File: src/hw/acas_defines.vh
// Purpose: Offsets, reset values and widths of the alert status bank
// Assumes: Included by acas_alert_status.v only
// Notes: Guarded against double inclusion
`ifndef ACAS_DEFINES_VH
`define ACAS_DEFINES_VH
`define ACAS_ADDR_W 8
`define ACAS_DATA_W 16
`define ACAS_AUX_N 6
`define ACAS_CELL_N 14
`define ACAS_ADC_W 14
`define ACAS_OFF_AUX_OVER 8'h0C
`define ACAS_OFF_AUX_UNDER 8'h0D
`define ACAS_OFF_CELL_OVER 8'h0E
`define ACAS_RST_AUX_OVER 6'h00
`define ACAS_RST_AUX_UNDER 6'h00
`define ACAS_RST_CELL_OVER 14'h0000
`endif

File: src/hw/acas_alert_status.v
// Purpose: Auxiliary and comparator cell alert status registers
// Assumes: Acquisition results arrive on clk with a one-cycle done strobe
// Notes: Registers are read only; host writes have no effect
`timescale 1ns/1ps
`default_nettype none
`include "acas_defines.vh"

// Operation
// - Each aux over alert sets when its input exceeds the over threshold while enabled.
// - An aux over alert holds until the next acquisition and clears then only if the condition is gone.
// - Each aux under alert sets when its input is below the under threshold while enabled.
// - An aux under alert holds until the next acquisition and clears then only if the condition is gone.
// - Each cell comparator over alert sets when the comparator sees the cell above its threshold while enabled.
// - A cell comparator alert clears only at the next comparator acquisition if resolved; main acquisitions leave it.
// - Aux under alerts read at offset 0x0D in bits 5:0, reset zero, upper bits zero.
// - Cell comparator alerts read at offset 0x0E in bits 13:0, reset zero, bits 15:14 zero.
// - Aux over alerts read at offset 0x0C in bits 5:0, reset zero.
module acas_alert_status #(
    parameter AUX_N = `ACAS_AUX_N,
    parameter CELL_N = `ACAS_CELL_N,
    parameter ADC_W = `ACAS_ADC_W
) (
    // Clock and reset
    input wire clk,
    input wire rst_n,
    // Main acquisition engine
    input wire adc_done,
    input wire [AUX_N*ADC_W-1:0] aux_input_voltage,
    input wire [ADC_W-1:0] aux_over_threshold,
    input wire [ADC_W-1:0] aux_under_threshold,
    input wire [AUX_N-1:0] aux_over_alert_enable,
    input wire [AUX_N-1:0] aux_under_alert_enable,
    // Redundant comparator engine
    input wire cmp_done,
    input wire [CELL_N-1:0] cmp_cell_above,
    input wire [CELL_N-1:0] cell_over_alert_enable,
    // Host port
    input wire reg_rd,
    input wire reg_wr,
    input wire [`ACAS_ADDR_W-1:0] reg_addr,
    input wire [`ACAS_DATA_W-1:0] reg_wdata,
    output reg [`ACAS_DATA_W-1:0] reg_rdata,
    output reg reg_rvalid,
    // Alert levels
    output wire [AUX_N-1:0] aux_over_alert,
    output wire [AUX_N-1:0] aux_under_alert,
    output wire [CELL_N-1:0] cell_cmp_over_alert
);

    // Register selects decoded from the host address
    localparam SEL_NONE = 2'b00;
    localparam SEL_AUX_OVER = 2'b01;
    localparam SEL_AUX_UNDER = 2'b10;
    localparam SEL_CELL_OVER = 2'b11;
    localparam [AUX_N-1:0] RST_AUX_OVER = `ACAS_RST_AUX_OVER;
    localparam [AUX_N-1:0] RST_AUX_UNDER = `ACAS_RST_AUX_UNDER;
    localparam [CELL_N-1:0] RST_CELL_OVER = `ACAS_RST_CELL_OVER;

    // Reset synchroniser
    reg rst_s1_q;
    reg rst_s2_q;
    wire rst_sync_n;
    // Compare results
    wire [AUX_N-1:0] aux_over_hit;
    wire [AUX_N-1:0] aux_under_hit;
    wire [CELL_N-1:0] cell_over_hit;
    // Alert state
    reg [AUX_N-1:0] aux_over_q;
    reg [AUX_N-1:0] aux_over_d;
    reg [AUX_N-1:0] aux_under_q;
    reg [AUX_N-1:0] aux_under_d;
    reg [CELL_N-1:0] cell_over_q;
    reg [CELL_N-1:0] cell_over_d;
    // Read path
    wire rd_take;
    wire [1:0] rd_sel;
    reg [`ACAS_DATA_W-1:0] rdata_d;
    genvar g;

    function [1:0] reg_select;
        input [`ACAS_ADDR_W-1:0] addr;
        begin
            case (addr)
                `ACAS_OFF_AUX_OVER: begin
                    reg_select = SEL_AUX_OVER;
                end
                `ACAS_OFF_AUX_UNDER: begin
                    reg_select = SEL_AUX_UNDER;
                end
                `ACAS_OFF_CELL_OVER: begin
                    reg_select = SEL_CELL_OVER;
                end
                default: begin
                    reg_select = SEL_NONE;
                end
            endcase
        end
    endfunction

    // Unused upper bits read zero
    function [`ACAS_DATA_W-1:0] widen_aux;
        input [AUX_N-1:0] bits;
        begin
            widen_aux = {`ACAS_DATA_W{1'b0}};
            widen_aux[AUX_N-1:0] = bits;
        end
    endfunction

    function [`ACAS_DATA_W-1:0] widen_cell;
        input [CELL_N-1:0] bits;
        begin
            widen_cell = {`ACAS_DATA_W{1'b0}};
            widen_cell[CELL_N-1:0] = bits;
        end
    endfunction

    // Release is synchronised; assertion stays asynchronous
    always @(posedge clk or negedge rst_n) begin
        if (!rst_n) begin
            rst_s1_q <= 1'b0;
            rst_s2_q <= 1'b0;
        end else begin
            rst_s1_q <= 1'b1;
            rst_s2_q <= rst_s1_q;
        end
    end
    assign rst_sync_n = rst_s2_q;

    // A disabled channel never sets an alert; one already held stays until the next acquisition
    generate
        for (g = 0; g < AUX_N; g = g + 1) begin : g_aux
            wire [ADC_W-1:0] level;
            assign level = aux_input_voltage[g*ADC_W +: ADC_W];
            assign aux_over_hit[g] = aux_over_alert_enable[g] & (level > aux_over_threshold);
            assign aux_under_hit[g] = aux_under_alert_enable[g] & (level < aux_under_threshold);
        end
    endgenerate

    // The comparator decides the crossing; only the enable gates it here
    generate
        for (g = 0; g < CELL_N; g = g + 1) begin : g_cell
            assign cell_over_hit[g] = cell_over_alert_enable[g] & cmp_cell_above[g];
        end
    endgenerate

    // Fresh result replaces the bits, so a set bit survives until its own
    // engine finds the condition gone
    always @* begin
        aux_over_d = aux_over_q;
        aux_under_d = aux_under_q;
        if (adc_done) begin
            aux_over_d = aux_over_hit;
            aux_under_d = aux_under_hit;
        end
    end

    // Main acquisitions never reach the cell bits
    always @* begin
        cell_over_d = cell_over_q;
        if (cmp_done) begin
            cell_over_d = cell_over_hit;
        end
    end

    always @(posedge clk or negedge rst_sync_n) begin
        if (!rst_sync_n) begin
            aux_over_q <= RST_AUX_OVER;
        end else begin
            aux_over_q <= aux_over_d;
        end
    end

    always @(posedge clk or negedge rst_sync_n) begin
        if (!rst_sync_n) begin
            aux_under_q <= RST_AUX_UNDER;
        end else begin
            aux_under_q <= aux_under_d;
        end
    end

    always @(posedge clk or negedge rst_sync_n) begin
        if (!rst_sync_n) begin
            cell_over_q <= RST_CELL_OVER;
        end else begin
            cell_over_q <= cell_over_d;
        end
    end

    assign aux_over_alert = aux_over_q;
    assign aux_under_alert = aux_under_q;
    assign cell_cmp_over_alert = cell_over_q;

    // Write data has nowhere to go; a write never answers
    assign rd_take = reg_rd & ~reg_wr;
    assign rd_sel = reg_select(reg_addr);

    // Unmapped offsets read zero
    always @* begin
        rdata_d = {`ACAS_DATA_W{1'b0}};
        case (rd_sel)
            SEL_AUX_OVER: begin
                rdata_d = widen_aux(aux_over_q);
            end
            SEL_AUX_UNDER: begin
                rdata_d = widen_aux(aux_under_q);
            end
            SEL_CELL_OVER: begin
                rdata_d = widen_cell(cell_over_q);
            end
            default: begin
                rdata_d = {`ACAS_DATA_W{1'b0}};
            end
        endcase
    end

    // Data holds between reads so a slow host may take it late
    always @(posedge clk or negedge rst_sync_n) begin
        if (!rst_sync_n) begin
            reg_rdata <= {`ACAS_DATA_W{1'b0}};
            reg_rvalid <= 1'b0;
        end else begin
            reg_rvalid <= rd_take;
            if (rd_take) begin
                reg_rdata <= rdata_d;
            end
        end
    end

endmodule
`default_nettype wire

File: config.mk
export PLATFORM = sky130hd
export DESIGN_NAME = acas_alert_status
export DESIGN_NICKNAME = d
export VERILOG_FILES = /design/src/hw/acas_alert_status.v
export VERILOG_INCLUDE_DIRS = /design/src /design/src/hw
export SDC_FILE = /design/constraint.sdc
export NUM_CORES = 1
export LEC_CHECK = 0
export BUFFER_PORTS_ARGS = -buffer_cell sky130_fd_sc_hd__buf_2
export CAP_MARGIN = 20
export CORE_MARGIN = 8
export CORE_UTILIZATION = 54
export DETAILED_ROUTE_END_ITERATION = 6
export GPL_TIMING_DRIVEN = 0
export PLACE_DENSITY = 0.89
export RECOVER_POWER = 25
export SLEW_MARGIN = 20
export SYNTH_ARGS = -nofsm -noshare
export SYNTH_HDL_FRONTEND = slang
export SYNTH_SLANG_ARGS = --single-unit
export TNS_END_PERCENT = 5
File: constraint.sdc
create_clock -name clk -period 3 [get_ports clk]
set_input_delay 0.15 -clock clk [delete_from_list [all_inputs] [get_ports clk]]
set_output_delay 0.15 -clock clk [all_outputs]
set_load 0.02 [all_outputs]
==> impl_metrics.env <==
export IMPL_max_cap_violations=0
export IMPL_cts_sinks=43
export IMPL_grt_usage_pct=24.3
export IMPL_overflow=0
export IMPL_maxSlewHeadroom_pct=56.7
export IMPL_areaGrowthSynthToFinish_pct=24.2
export IMPL_cpMostUsedCell="a21o_1"
export IMPL_worstPathCellList="buf_2 -> inv_1 -> ha_1 -> a21o_1 -> a21o_1 -> a21oi_1 -> o211ai_1 -> a41o_1"
export IMPL_fin_crit_sh_pct=50.6
export IMPL_htreeDepth=2
export IMPL_ys_warnings_count=0
export IMPL_cpMaxStageDelayCell="ha_1"
export IMPL_antenna_found_initial=4
export IMPL_drc=0
export IMPL_holdWs_ns=0.0804
export IMPL_tns_ns=0
export IMPL_finalSetupViolations=0
export IMPL_critPathMaxFanout=6
export IMPL_grt_setup_unrepaired="no"
export IMPL_first_pass_iters=4
export IMPL_critPathArrivalTime_ns=1.71
export IMPL_detail_route_vias_per_cell=5.68
export IMPL_p_leak_uw=0.00382
export IMPL_power_density_nw_per_um2=268
export IMPL_critPathCaptureType="flip-flop"
export IMPL_drt_iter0_markers=370
export IMPL_max_freq_ghz=0.659
export IMPL_avgSynthCellArea_um2=8.86
export IMPL_final_nets=1166
export IMPL_io_pins=225
export IMPL_start_util_pct=55.3
export IMPL_dp_hpwl_mm=14.7
export IMPL_wl_mm=16.8
export IMPL_ant_nets=0
export IMPL_die_width_um=116
export IMPL_skew_ns=0.00572
export IMPL_cts_tree="yes"
export IMPL_r2r_start="aux_over_alert[2]"
export IMPL_drive_gt1_share_pct=27.3
export IMPL_hold_path_startpoint="cmp_cell_above[6]"
export IMPL_holdPathEnd="cell_cmp_over_alert[6]"
export IMPL_grt_pass1_vias=5530
export IMPL_num_vias=5450
export IMPL_synth_edff_count=0
export IMPL_fin_crit_ns=1.52
export IMPL_crit_type="input port to flip-flop"
export IMPL_cts_setup_buffers=0
export IMPL_slew_viol_final=0
export IMPL_root_buffer="clkbuf_8"
export IMPL_wl_per_cell_um=17.6
export IMPL_grt_pass1_wl_mm=26.1
export IMPL_cts_buffers_inserted=5
export IMPL_netlist_instances=608
export IMPL_grt_max_degree=29
export IMPL_ir_worst_vdd_v=0.000220
export IMPL_clk_latency_ns=0.29
export IMPL_final_common_cell="buf_2"
export IMPL_status="finished, final reports clean"
export IMPL_port_buffers=204
export IMPL_clockBufferDepth=2
export IMPL_place_congestion=0.936
export IMPL_whs_path_depth=3
export IMPL_slowest_delay_ns=0.30
export IMPL_hold_viol=0
export IMPL_core_um2=9730
export IMPL_r2r_slack_ns=1.82
export IMPL_cp_required_ns=3.19
export IMPL_synthArstFlopShare_pct=100
export IMPL_synth_seq_area_share_pct=20.0
export IMPL_dieArea_um2=13400
export IMPL_row_count=36
export IMPL_final_cell_mix="205 x buf_2, 162 x ha_1, 62 x a21oi_1"
export IMPL_min_path_type="input port to flip-flop"
export IMPL_r2r_cells=3
export IMPL_synth_seq_cells=43
export IMPL_tightest_slew_ns=0.649
export IMPL_start_kind="input port"
export IMPL_synthFlopType="dfrtp_1"
export IMPL_ys_types=34
export IMPL_clk_pin_slew_worst_paths_ns=0.09
export IMPL_r2r_end="aux_over_alert[2]"
export IMPL_syn_area_um2=5390
export IMPL_chipHeight_um=116
-- cells by family after synthesis --
group	Yosys count	share of synthesized area (%)
AND/OR/NAND/NOR	157	15.7
other	2	0.139
multiplexers	6	1.12
adder cells (fa/ha/maj)	162	37.6
flip-flops	43	20.0
AO/OA/AOI/OAI	181	21.2
buffers and inverters	57	4.25
-- worst max-delay path, delay by kind of cell --
| family | cells | cell delay (ns) |
|---|---|---|
| AOI/OAI and AO/OA | 5 | 0.98 |
| adders and majority gates | 1 | 0.30 |
| buffers and inverters | 2 | 0.28 |
-- area by class of cell --
cell class	count	area (um2)
inverters	47	176
repair buffers	206	1050
plain buffers	10	51.3
well taps	133	166
diodes	3	7.51
clock inverters	2	12.5
fillers	793	3040
clock buffers	6	72.6
flip-flops and latches	43	1080
multi-input cells	509	4080
-- state kept, by name (all words and copies together) (netlist names) --
name,count
reg_rvalid,1
aux_over_alert,6
cell_cmp_over_alert,14
aux_under_alert,6
rst_s1_q,1
rst_s2_q,1
reg_rdata,14
-- power breakdown --
part,switching (uW),internal [uW]
Sequential,31.5,612
Clock,203,163
Combinational,441,344
-- worst max-delay path by stage --
stage                                       from           endpoint  slack, ns  cells past startpoint
after floorplan           aux_over_threshold[11]  aux_over_alert[3]       1.58                      7
after global placement    aux_over_threshold[11]  aux_over_alert[4]       1.18                      8
after detailed placement  aux_over_threshold[11]  aux_over_alert[4]       1.17                      8
after CTS                 aux_over_threshold[11]  aux_over_alert[4]       1.48                      8
after global routing      aux_over_threshold[11]  aux_over_alert[4]       1.41                      8
final                     aux_over_threshold[11]  aux_over_alert[4]       1.48                      8
-- per-layer routing --
metal	part of all wire (%)	wire [um]	vias to the layer above	GRT usage, %
li1	-	-	2708	-
met1	42	7070	2493	29.2
met2	48	8040	205	41.8
met3	7.7	1300	40	4.74
met4	2.5	414	4	9.25
met5	0.13	22	-	0
-- metrics by stage --
step	power, uW	cell area [um2]	instances	setup slack, ns	util, %
6_report	1800	6690	959	1.48	68.8
5_1_grt	1920	6690	958	1.41	68.7
4_1_cts	1800	6690	956	1.48	68.8
3_5_place_dp	1430	6600	947	1.17	67.8
3_3_place_gp	1400	6580	946	1.18	67.6
2_1_floorplan	1120	5390	609	1.58	-
-- synth_stat cells (6+ instances only) --
| cell type | count | area, um2 |
|---|---|---|
| nor2_1 | 30 | 113 |
| o21ai_0 | 42 | 210 |
| dfrtp_1 | 43 | 1080 |
| nand2_1 | 32 | 120 |
| ha_1 | 162 | 2030 |
| a21oi_1 | 62 | 310 |
| nand4_1 | 28 | 175 |
| inv_1 | 47 | 176 |
| a21o_1 | 34 | 255 |
| nand2b_1 | 12 | 75.1 |
| nor2b_1 | 23 | 144 |
| nand3_1 | 22 | 110 |
| a22o_1 | 14 | 123 |
| mux2i_1 | 6 | 60.1 |
-- what timing repair did --
action	4_1_cts	5_1_grt
endpoints found under the hold margin	2	0
resized for setup	0	0
hold buffers	1	0
Power figures use the tool's default switching activity.
